--- src/fot_pkg.sv ---
package fot_pkg;

  localparam int unsigned CLK_PERIOD_NS = 20;
  localparam int unsigned TMR_W         = 12;

  // Register word offsets (byte addresses).
  localparam logic [7:0] OFF_MODULE_CFG = 8'h00;
  localparam logic [7:0] OFF_STATUS     = 8'h04;
  localparam logic [7:0] OFF_USER_TEST0 = 8'h08;
  localparam logic [7:0] OFF_PORT_CFG1  = 8'h0C;
  localparam logic [7:0] OFF_IRQ_STATUS = 8'h10;
  localparam logic [7:0] OFF_IRQ_MASK   = 8'h14;

  // flash_module_config_reg fields.
  localparam int unsigned CFG_HV        = 0;
  localparam int unsigned CFG_PSUS      = 1;
  localparam int unsigned CFG_ESUS      = 2;
  localparam int unsigned CFG_LOW_POWER = 3;
  localparam int unsigned CFG_W         = 4;
  localparam logic [3:0]  CFG_RESET     = 4'h0;

  // Status fields.
  localparam int unsigned ST_OP_DONE = 0;
  localparam int unsigned ST_BUSY    = 1;
  localparam int unsigned ST_READY   = 2;

  // user_test_reg0 fields; bit 4 is the read-only done flag.
  localparam int unsigned UT_ENABLE  = 0;
  localparam int unsigned UT_SUSPEND = 1;
  localparam int unsigned UT_BP_DIS  = 2;
  localparam int unsigned UT_MARGIN  = 3;
  localparam int unsigned UT_DONE    = 4;
  localparam int unsigned UT_W      = 4;
  localparam logic [3:0]  UT_RESET  = 4'h0;

  // flash_port_config1 fields.
  localparam int unsigned PC_WAIT_LSB = 0;
  localparam int unsigned PC_PIPE_LSB = 4;
  localparam int unsigned PC_LAT_LSB  = 8;
  localparam logic [2:0]  WAIT_RESET  = 3'h0;
  localparam logic [1:0]  PIPE_RESET  = 2'h0;
  localparam logic [3:0]  MISS_BASE   = 4'h3;
  localparam logic [3:0]  HIT_LATENCY = 4'h1;

  // Interrupt event bits.
  localparam int unsigned EV_OP_DONE = 0;
  localparam int unsigned EV_AI_DONE = 1;
  localparam int unsigned EV_READY   = 2;
  localparam int unsigned EV_W       = 3;

  // Times in ns as printed, and clock counts derived from them.
  localparam int unsigned T_PSUS_NS   = 7000;
  localparam int unsigned T_ESUS_NS   = 16000;
  localparam int unsigned T_ABORT_NS  = 16000;
  localparam int unsigned T_RECOV_NS  = 45000;
  localparam int unsigned T_AISTOP_NS = 80;
  localparam int unsigned T_MRSTOP_NS = 10360;
  localparam logic [11:0] PSUS_CYC   = 12'(T_PSUS_NS / CLK_PERIOD_NS + 4);
  localparam logic [11:0] ESUS_CYC   = 12'(T_ESUS_NS / CLK_PERIOD_NS + 4);
  localparam logic [11:0] ABORT_CYC  = 12'(T_ABORT_NS / CLK_PERIOD_NS + 4);
  localparam logic [11:0] RECOV_CYC  = 12'(T_RECOV_NS / CLK_PERIOD_NS + 7);
  localparam logic [11:0] AISTOP_CYC = 12'(T_AISTOP_NS / CLK_PERIOD_NS + 15);
  localparam logic [11:0] MRSTOP_CYC =
    12'((T_MRSTOP_NS + CLK_PERIOD_NS - 1) / CLK_PERIOD_NS + 4);

  typedef enum {OP_IDLE, OP_RUN, OP_SUSPENDING, OP_SUSPENDED, OP_ABORTING} fot_op_t;
  typedef enum {AI_IDLE, AI_RUN, AI_STOPPING, AI_SUSPENDING, AI_HELD} fot_ai_t;

endpackage : fot_pkg

--- src/fot_tmr_if.sv ---
`timescale 1ns/1ps
`default_nettype none
interface fot_tmr_if #(parameter int W = 12);
  logic         load;
  logic [W-1:0] value;
  logic         expired;
  modport ctl (output load, output value, input expired);
  modport tmr (input load, input value, output expired);
endinterface : fot_tmr_if
`default_nettype wire

--- src/fot_flash_ctrl.sv ---
// Chosen here: the register addresses and strobed register access.
`timescale 1ns/1ps
`default_nettype none
// Functional notes
// Program suspend sets operation done about 7 us plus four clocks later.
// Erase suspend sets operation done about 16 us plus four clocks later.
// Clearing a suspend bit with high voltage on clears done promptly.
// Rising high-voltage enable starts program or erase and clears done.
// Falling high-voltage enable aborts the operation; done set within limit.
// Leaving low power, flash is ready within 45 us plus seven clocks.
// Rising integrity enable starts check and clears integrity done.
// Resuming by clearing suspend or breakpoint-disable clears integrity done.
// Integrity abort sets integrity done within 80 ns plus fifteen clocks.
// Integrity suspend sets integrity done within 80 ns plus fifteen clocks.
// Margin-read abort sets done 10.36 to 20.42 us plus four clocks later.
// Margin-read suspend sets done in the same window as its abort.
// Software programs wait states and pipelining per platform frequency.
// Cache miss read takes wait states plus three clocks; hit takes one.
module fot_flash_ctrl
  import fot_pkg::*;
#(
  parameter int OP_CYCLES = 2000,
  parameter int AI_CYCLES = 1000
) (
  input  wire logic       mclk,
  input  wire logic       resetn,
  input  wire logic [7:0] addr,
  input  wire logic [31:0] wdata,
  input  wire logic       wr,
  input  wire logic       rd,
  output logic [31:0]     rdata,
  input  wire logic       flash_rd_req,
  input  wire logic       flash_rd_hit,
  output logic            flash_rd_ack,
  input  wire logic       ai_breakpoint,
  output logic            flash_ready,
  output logic            irq
);
  import fot_pkg::*;

  generate
    if (OP_CYCLES < 2 || OP_CYCLES >= (1 << TMR_W)) begin : g_bad_op
      $error("OP_CYCLES out of range");
    end
    if (AI_CYCLES < 2 || AI_CYCLES >= (1 << TMR_W)) begin : g_bad_ai
      $error("AI_CYCLES out of range");
    end
  endgenerate

  fot_tmr_if #(.W(TMR_W)) op_t ();
  fot_tmr_if #(.W(TMR_W)) ai_t ();
  fot_tmr_if #(.W(TMR_W)) lp_t ();
  fot_tmr_if #(.W(TMR_W)) rd_t ();

  fot_timer #(.W(TMR_W)) u_op_tmr (.mclk(mclk), .resetn(resetn), .t(op_t));
  fot_timer #(.W(TMR_W)) u_ai_tmr (.mclk(mclk), .resetn(resetn), .t(ai_t));
  fot_timer #(.W(TMR_W)) u_lp_tmr (.mclk(mclk), .resetn(resetn), .t(lp_t));
  fot_timer #(.W(TMR_W)) u_rd_tmr (.mclk(mclk), .resetn(resetn), .t(rd_t));

  logic [CFG_W-1:0] cfg_q;
  logic [UT_W-1:0]  ut_q;
  logic [2:0]       rd_wait_q;
  logic [1:0]       rd_pipe_q;
  logic [EV_W-1:0]  ev_q;
  logic [EV_W-1:0]  mask_q;
  logic             op_done_q;
  logic             ai_done_q;
  logic             ready_q;
  logic             rd_busy_q;
  logic [31:0]      rdata_q;
  fot_op_t          op_q;
  fot_ai_t          ai_q;

  logic wr_cfg;
  logic wr_ut;
  logic hv_rise;
  logic hv_fall;
  logic psus_rise;
  logic esus_rise;
  logic sus_clear;
  logic chk_rise;
  logic chk_fall;
  logic chk_sus_rise;
  logic ai_resume;
  logic lp_exit;
  logic op_done_set;
  logic ai_done_set;
  logic ready_set;
  logic [3:0] miss_lat;

  assign wr_cfg       = wr && (addr == OFF_MODULE_CFG);
  assign wr_ut        = wr && (addr == OFF_USER_TEST0);
  assign hv_rise      = wr_cfg && wdata[CFG_HV] && !cfg_q[CFG_HV];
  assign hv_fall      = wr_cfg && !wdata[CFG_HV] && cfg_q[CFG_HV];
  assign psus_rise    = wr_cfg && wdata[CFG_PSUS] && !cfg_q[CFG_PSUS];
  assign esus_rise    = wr_cfg && wdata[CFG_ESUS] && !cfg_q[CFG_ESUS];
  assign sus_clear    = wr_cfg && wdata[CFG_HV] && !wdata[CFG_PSUS] && !wdata[CFG_ESUS];
  assign chk_rise     = wr_ut && wdata[UT_ENABLE] && !ut_q[UT_ENABLE];
  assign chk_fall     = wr_ut && !wdata[UT_ENABLE] && ut_q[UT_ENABLE];
  assign chk_sus_rise = wr_ut && wdata[UT_SUSPEND] && !ut_q[UT_SUSPEND];
  assign ai_resume    = wr_ut && wdata[UT_ENABLE] && !wdata[UT_SUSPEND] &&
                        (ut_q[UT_SUSPEND] || (ut_q[UT_BP_DIS] && !wdata[UT_BP_DIS]));
  assign lp_exit      = wr_cfg && !wdata[CFG_LOW_POWER] && cfg_q[CFG_LOW_POWER];

  always_ff @(posedge mclk) begin
    if (!resetn) begin
      cfg_q <= CFG_RESET;
    end else if (wr_cfg) begin
      cfg_q <= wdata[CFG_W-1:0];
    end
  end

  always_ff @(posedge mclk) begin
    if (!resetn) begin
      ut_q <= UT_RESET;
    end else if (wr_ut) begin
      ut_q <= wdata[UT_W-1:0];
    end
  end

  // Program and erase sequencing; an abort outranks suspend and resume.
  always_comb begin
    op_t.load   = 1'b0;
    op_t.value  = '0;
    op_done_set = 1'b0;
    if (hv_rise && (op_q == OP_IDLE)) begin
      op_t.load  = 1'b1;
      op_t.value = TMR_W'(OP_CYCLES);
    end else if (hv_fall && (op_q != OP_IDLE)) begin
      op_t.load  = 1'b1;
      op_t.value = ABORT_CYC;
    end else if ((op_q == OP_RUN) && psus_rise) begin
      op_t.load  = 1'b1;
      op_t.value = PSUS_CYC;
    end else if ((op_q == OP_RUN) && esus_rise) begin
      op_t.load  = 1'b1;
      op_t.value = ESUS_CYC;
    end else if ((op_q == OP_SUSPENDED) && sus_clear) begin
      // The suspended operation restarts its full interval on resume.
      op_t.load  = 1'b1;
      op_t.value = TMR_W'(OP_CYCLES);
    end else if (op_t.expired && (op_q != OP_IDLE) && (op_q != OP_SUSPENDED)) begin
      op_done_set = 1'b1;
    end
  end

  always_ff @(posedge mclk) begin
    if (!resetn) begin
      op_q <= OP_IDLE;
    end else begin
      case (op_q)
        OP_IDLE: begin
          if (hv_rise) op_q <= OP_RUN;
        end
        OP_RUN: begin
          if (hv_fall) op_q <= OP_ABORTING;
          else if (psus_rise || esus_rise) op_q <= OP_SUSPENDING;
          else if (op_t.expired) op_q <= OP_IDLE;
        end
        OP_SUSPENDING: begin
          if (hv_fall) op_q <= OP_ABORTING;
          else if (op_t.expired) op_q <= OP_SUSPENDED;
        end
        OP_SUSPENDED: begin
          if (hv_fall) op_q <= OP_ABORTING;
          else if (sus_clear) op_q <= OP_RUN;
        end
        OP_ABORTING: begin
          if (op_t.expired) op_q <= OP_IDLE;
        end
        default: op_q <= OP_IDLE;
      endcase
    end
  end

  // Done clears on the write edge itself, the earliest a clocked flag can move.
  always_ff @(posedge mclk) begin
    if (!resetn) begin
      op_done_q <= 1'b1;
    end else if (op_done_set) begin
      op_done_q <= 1'b1;
    end else if (hv_rise && (op_q == OP_IDLE)) begin
      op_done_q <= 1'b0;
    end else if ((op_q == OP_SUSPENDED) && sus_clear && !hv_fall) begin
      op_done_q <= 1'b0;
    end
  end

  // Margin read and array integrity sequencing.
  always_comb begin
    ai_t.load   = 1'b0;
    ai_t.value  = '0;
    ai_done_set = 1'b0;
    if (chk_rise && (ai_q == AI_IDLE)) begin
      ai_t.load  = 1'b1;
      ai_t.value = TMR_W'(AI_CYCLES);
    end else if (chk_fall && (ai_q != AI_IDLE) && (ai_q != AI_STOPPING)) begin
      ai_t.load  = 1'b1;
      ai_t.value = ut_q[UT_MARGIN] ? MRSTOP_CYC : AISTOP_CYC;
    end else if ((ai_q == AI_RUN) && chk_sus_rise) begin
      ai_t.load  = 1'b1;
      ai_t.value = ut_q[UT_MARGIN] ? MRSTOP_CYC : AISTOP_CYC;
    end else if ((ai_q == AI_HELD) && ai_resume) begin
      ai_t.load  = 1'b1;
      ai_t.value = TMR_W'(AI_CYCLES);
    end else if ((ai_q == AI_RUN) && ai_breakpoint && ut_q[UT_BP_DIS]) begin
      ai_done_set = 1'b1;
    end else if (ai_t.expired && (ai_q != AI_IDLE) && (ai_q != AI_HELD)) begin
      ai_done_set = 1'b1;
    end
  end

  always_ff @(posedge mclk) begin
    if (!resetn) begin
      ai_q <= AI_IDLE;
    end else begin
      case (ai_q)
        AI_IDLE: begin
          if (chk_rise) ai_q <= AI_RUN;
        end
        AI_RUN: begin
          if (chk_fall) ai_q <= AI_STOPPING;
          else if (chk_sus_rise) ai_q <= AI_SUSPENDING;
          else if (ai_breakpoint && ut_q[UT_BP_DIS]) ai_q <= AI_HELD;
          else if (ai_t.expired) ai_q <= AI_IDLE;
        end
        AI_SUSPENDING: begin
          if (chk_fall) ai_q <= AI_STOPPING;
          else if (ai_t.expired) ai_q <= AI_HELD;
        end
        AI_HELD: begin
          if (chk_fall) ai_q <= AI_STOPPING;
          else if (ai_resume) ai_q <= AI_RUN;
        end
        AI_STOPPING: begin
          if (ai_t.expired) ai_q <= AI_IDLE;
        end
        default: ai_q <= AI_IDLE;
      endcase
    end
  end

  always_ff @(posedge mclk) begin
    if (!resetn) begin
      ai_done_q <= 1'b1;
    end else if (ai_done_set) begin
      ai_done_q <= 1'b1;
    end else if (chk_rise && (ai_q == AI_IDLE)) begin
      ai_done_q <= 1'b0;
    end else if ((ai_q == AI_HELD) && ai_resume) begin
      ai_done_q <= 1'b0;
    end
  end

  // Entering low power drops ready at once; leaving it waits for recovery.
  assign lp_t.load  = lp_exit;
  assign lp_t.value = RECOV_CYC;
  assign ready_set  = lp_t.expired && !cfg_q[CFG_LOW_POWER];

  always_ff @(posedge mclk) begin
    if (!resetn) begin
      ready_q <= 1'b1;
    end else if (wr_cfg && wdata[CFG_LOW_POWER]) begin
      ready_q <= 1'b0;
    end else if (ready_set) begin
      ready_q <= 1'b1;
    end
  end

  always_ff @(posedge mclk) begin
    if (!resetn) begin
      rd_wait_q <= WAIT_RESET;
      rd_pipe_q <= PIPE_RESET;
    end else if (wr && (addr == OFF_PORT_CFG1)) begin
      rd_wait_q <= wdata[PC_WAIT_LSB +: 3];
      rd_pipe_q <= wdata[PC_PIPE_LSB +: 2];
    end
  end

  // Reads are refused while one is pending or the array is not ready.
  assign miss_lat     = MISS_BASE + {1'b0, rd_wait_q};
  assign rd_t.load    = flash_rd_req && !rd_busy_q && ready_q;
  assign rd_t.value   = TMR_W'(flash_rd_hit ? HIT_LATENCY : miss_lat);
  assign flash_rd_ack = rd_busy_q && rd_t.expired;

  always_ff @(posedge mclk) begin
    if (!resetn) begin
      rd_busy_q <= 1'b0;
    end else if (rd_t.load) begin
      rd_busy_q <= 1'b1;
    end else if (flash_rd_ack) begin
      rd_busy_q <= 1'b0;
    end
  end

  // Sticky events; a new event beats a write-one-to-clear in the same cycle.
  always_ff @(posedge mclk) begin
    if (!resetn) begin
      ev_q <= '0;
    end else begin
      ev_q <= (ev_q & ~((wr && (addr == OFF_IRQ_STATUS)) ? wdata[EV_W-1:0] : '0))
              | {ready_set, ai_done_set, op_done_set};
    end
  end

  always_ff @(posedge mclk) begin
    if (!resetn) begin
      mask_q <= '0;
    end else if (wr && (addr == OFF_IRQ_MASK)) begin
      mask_q <= wdata[EV_W-1:0];
    end
  end

  always_ff @(posedge mclk) begin
    if (!resetn) begin
      rdata_q <= '0;
    end else if (rd) begin
      case (addr)
        OFF_MODULE_CFG: rdata_q <= 32'(cfg_q);
        OFF_STATUS:     rdata_q <= 32'({ready_q, (op_q != OP_IDLE), op_done_q});
        OFF_USER_TEST0: rdata_q <= 32'({ai_done_q, ut_q});
        OFF_PORT_CFG1:  rdata_q <= 32'({miss_lat, 2'h0, rd_pipe_q, 1'b0, rd_wait_q});
        OFF_IRQ_STATUS: rdata_q <= 32'(ev_q);
        OFF_IRQ_MASK:   rdata_q <= 32'(mask_q);
        default:        rdata_q <= '0;
      endcase
    end else begin
      rdata_q <= '0;
    end
  end

  assign rdata       = rdata_q;
  assign flash_ready = ready_q;
  assign irq         = |(ev_q & mask_q);
endmodule : fot_flash_ctrl
`default_nettype wire

--- src/fot_timer.sv ---
`timescale 1ns/1ps
`default_nettype none
module fot_timer #(
  parameter int W = 12
) (
  input  wire logic mclk,
  input  wire logic resetn,
  fot_tmr_if.tmr    t
);
  logic [W-1:0] cnt_q;

  // A load of N makes expired pulse N cycles after the load cycle.
  always_ff @(posedge mclk) begin
    if (!resetn) begin
      cnt_q <= '0;
    end else if (t.load) begin
      cnt_q <= t.value;
    end else if (cnt_q != '0) begin
      cnt_q <= cnt_q - W'(1);
    end
  end

  assign t.expired = (cnt_q == W'(1)) && !t.load;
endmodule : fot_timer
`default_nettype wire

--- config.mk ---
export PLATFORM = sky130hd
export DESIGN_NAME = fot_flash_ctrl
export DESIGN_NICKNAME = d
export VERILOG_FILES = /design/src/fot_pkg.sv /design/src/fot_tmr_if.sv /design/src/fot_flash_ctrl.sv /design/src/fot_timer.sv
export SDC_FILE = /design/constraint.sdc
export NUM_CORES = 1
export LEC_CHECK = 0
export BUFFER_PORTS_ARGS = -buffer_cell sky130_fd_sc_hd__buf_2
export CELL_PAD_IN_SITES_DETAIL_PLACEMENT = 1
export CELL_PAD_IN_SITES_GLOBAL_PLACEMENT = 1
export CORE_ASPECT_RATIO = 0.5
export CORE_MARGIN = 1
export CORE_UTILIZATION = 44
export CTS_CLUSTER_DIAMETER = 30
export DETAILED_ROUTE_END_ITERATION = 7
export PLACE_DENSITY = 0.9
export SETUP_SLACK_MARGIN = 0.5
export SLEW_MARGIN = 20
export SYNTH_ARGS = -nofsm -noshare
export SYNTH_HDL_FRONTEND = slang
export SYNTH_SLANG_ARGS = --single-unit
--- constraint.sdc ---
create_clock -name mclk -period 2.7 [get_ports mclk]
set_input_delay 0.54 -clock mclk [delete_from_list [all_inputs] [get_ports mclk]]
set_output_delay 0.54 -clock mclk [all_outputs]
set_load 0.05 [all_outputs]
==> metrics.txt <==
pin count of the biggest net entering global routing 22; R2R cell count 7; dpl hpwl between 10000 and 15000 µm; clk sinks roughly 150; Worst setup SP type flip-flop; hold_buf cts 0; GPL Wtd Cong 0.884; Net Sw Frac 37.8%; DR WL/cell between 20 and 25 µm; standard-cell row count 29; YS warnings 0; core area approximately 0.013 mm²; FFs w/ async S/R, synth 0%; first-pass GRT wire length 29300 µm; total number of vias between 5000 and 6000; Period Utilization, post-route between 80 and 90%; mapped cell area 0.00605 mm²; drt pass-1 iters 5; synth unique cells between 70 and 80; CTS buffer count 17; share of cells above drive strength 1 16.5%; IO Count 82; Port-buffer cells 33; initial antenna violation count 0; Logic pwr share between 30% and 40%; clock share of power around 31%; GRT Total Usage a little over a quarter; Worst Setup End Kind output port; CTS HTree Levels 4; Post-Syn Instances between 600 and 700; DRC 0; power density over cell area roughly 1100 mW/mm²; Hold Crit Class input port to flip-flop; max frequency between 400 and 500 MHz; CTS Buffer Depth 2; Initial Util a little under half; Post-synth EDFFs 0; commonest non-fill, non-tap cell in the layout dfxtp_1; r2r setup slk roughly 0.38 ns; Final Worst Setup Slack around 0.3 ns; Pins Over Slew Limit 0; Post-Route Skew roughly 0.011 ns; Die X around 170 µm; Worst Hold Depth 3; syn avg cell area 9.24 µm²; # setup viols final 0; P_leak just under 3 nW; CP max FO 4; vias in the first global route around 5700; status finished, final reports clean; Worst slew margin a little under half; n_diodes 0; Skew-Pair Late Insertion Delay between 0.4 and 0.5 ns; grt ovf 0; Seq pwr share around 36%; CP Data Arrival Time 1.85 ns; area of the die ~0.014 mm²; Reg-to-Reg End u_rd_tmr.cnt_q[7]; DRT iter0 DRCs ~450; Nets slightly above 800; Pint 4.86 mW; sequential fraction of the synthesis area between 40% and 50%; Die H 84.9 µm; Max IR drop VDD 421 µV; fin crit period approximately 2.4 ns; net load switching power 2.96 mW; RSZ-0062 raised after global routing true; Main synth FF type dfxtp_1; ANT nets after route 0; CTS root buf clkbuf_16; critical path class flip-flop to output port; post-DR vias/cell slightly below 6; TritonCTS clock tree done; Fin Setup TNS 0 ns; hold path start wdata[4]; actual slew at the worst max-slew pin a little under 0.8 ns; DRT Wirelength roughly 21000 µm; endpoints failing hold 0; Reg clk slew, reported paths 0.07 ns; Area Overhead vs Synth 21.3%; flops & latches, synth 145; worst reg2reg path startpoint u_rd_tmr.cnt_q[9]; Place WS about 0.21 ns; total of max-cap violations 0; commonest non-fill, non-tap cells in the layout dfxtp_1, conb_1, nor2_1; hold endpoint rd_pipe_q[0]; Critical Path RT between 2 and 2.5 ns
through the flow:
step                      hold WS [ns]  utilization [%]  area (µm²)  total power, mW  cells
after CTS                        0.372             55.2        7200             7.50    941
after floorplan                  0.431                -        6350             4.47    734
after detailed placement         0.446             50.1        6530             4.89    906
after global routing             0.407             56.3        7340             8.15    946
final                            0.397             56.3        7340             7.82    946
after global placement           0.440             50.1        6530             4.76    906
metal layers:
layer  vias to the layer above  GRT usage, %  wire length, µm
met2                       332          47.6            10200
met5                         -             0                0
met3                       106          6.20             1470
li1                       2446             -                -
met1                      2714          30.7             7940
met4                         0          11.0              979
worst max-delay path, stage by stage, from the launching register on:
cell      delay (ns)
dfxtp_1         0.35
nor3_1          0.40
nand4b_1        0.29
nor2_2          0.20
buf_6           0.18
repair_timing:
action,4_1_cts,5_1_grt
setup buffers,3,5
pin swaps,4,7
setup endpoints to repair,31,29
gates resized for setup,10,18
Yosys cell counts, types with 6 or more instances:
cell type / n / area share [%]
nor4_1: 25 / 2.6
nor2b_1: 9 / 0.93
o21ai_0: 11 / 0.91
a21oi_1: 45 / 3.7
xor2_1: 6 / 0.87
dfxtp_1: 145 / 48
nor2_1: 78 / 4.8
a22oi_1: 7 / 0.87
nand2_1: 61 / 3.8
and3_1: 6 / 0.62
ha_1: 9 / 1.9
inv_1: 17 / 1.1
xnor2_1: 29 / 4.2
nand4_1: 11 / 1.1
buf_4: 22 / 2.7
mux2i_1: 10 / 1.7
clkbuf_1: 13 / 0.81
nand3_1: 27 / 2.2
nor3_1: 21 / 1.7
cells by family (layout without fill, tap and decap cells):
kind of cell / Yosys count / in the layout / synth area share (%)
flops: 145 / 145 / 48.0
compound gates: 104 / 104 / 11.7
mux: 12 / 12 / 2.03
simple gates: 291 / 291 / 25.8
fa+ha+maj: 9 / 9 / 1.86
other cells: 1 / 80 / 0.0620
buf+inv: 58 / 100 / 5.46
xor+xnor: 35 / 35 / 5.07
layout make-up:
class | count | area (µm²)
fill | 1486 | 5690
sequential | 145 | 2910
timing repair buffer | 50 | 312
tap | 170 | 213
clock inverter | 13 | 153
inverter | 18 | 67.6
multi-input combinational | 531 | 3260
clock buffer | 19 | 433
worst max path at each step:
stage	from	to	slack [ns]	depth (start not counted)
floorplan	addr[5]	u_op_tmr.cnt_q[1]	0.52	6
global placement	addr[5]	u_op_tmr.cnt_q[1]	0.27	7
detailed placement	addr[5]	u_op_tmr.cnt_q[1]	0.21	7
CTS	u_rd_tmr.cnt_q[5]	flash_rd_ack	0.42	4
global route	u_rd_tmr.cnt_q[9]	flash_rd_ack	0.28	4
finish	u_rd_tmr.cnt_q[9]	flash_rd_ack	0.31	4
registers in the layout, indices dropped and copies added, names as in the netlist, 4 cells and up:
name	cells
u_op_tmr.cnt_q	12
u_rd_tmr.cnt_q	12
u_lp_tmr.cnt_q	12
ut_q	4
cfg_q	4
u_ai_tmr.cnt_q	12
op_q	32
ai_q	32
rdata	10
power groups by stage:
stage / Combinational (mW) / Clock (mW) / Sequential (mW)
3_5_place_dp: 2.12 / 0 / 2.77
5_1_grt: 2.79 / 2.53 / 2.83
6_report: 2.60 / 2.43 / 2.80
3_3_place_gp: 2.01 / 0 / 2.75
2_1_floorplan: 1.77 / 0 / 2.70
4_1_cts: 2.31 / 2.41 / 2.77
Note: power is estimated with default switching activity, not from simulation.
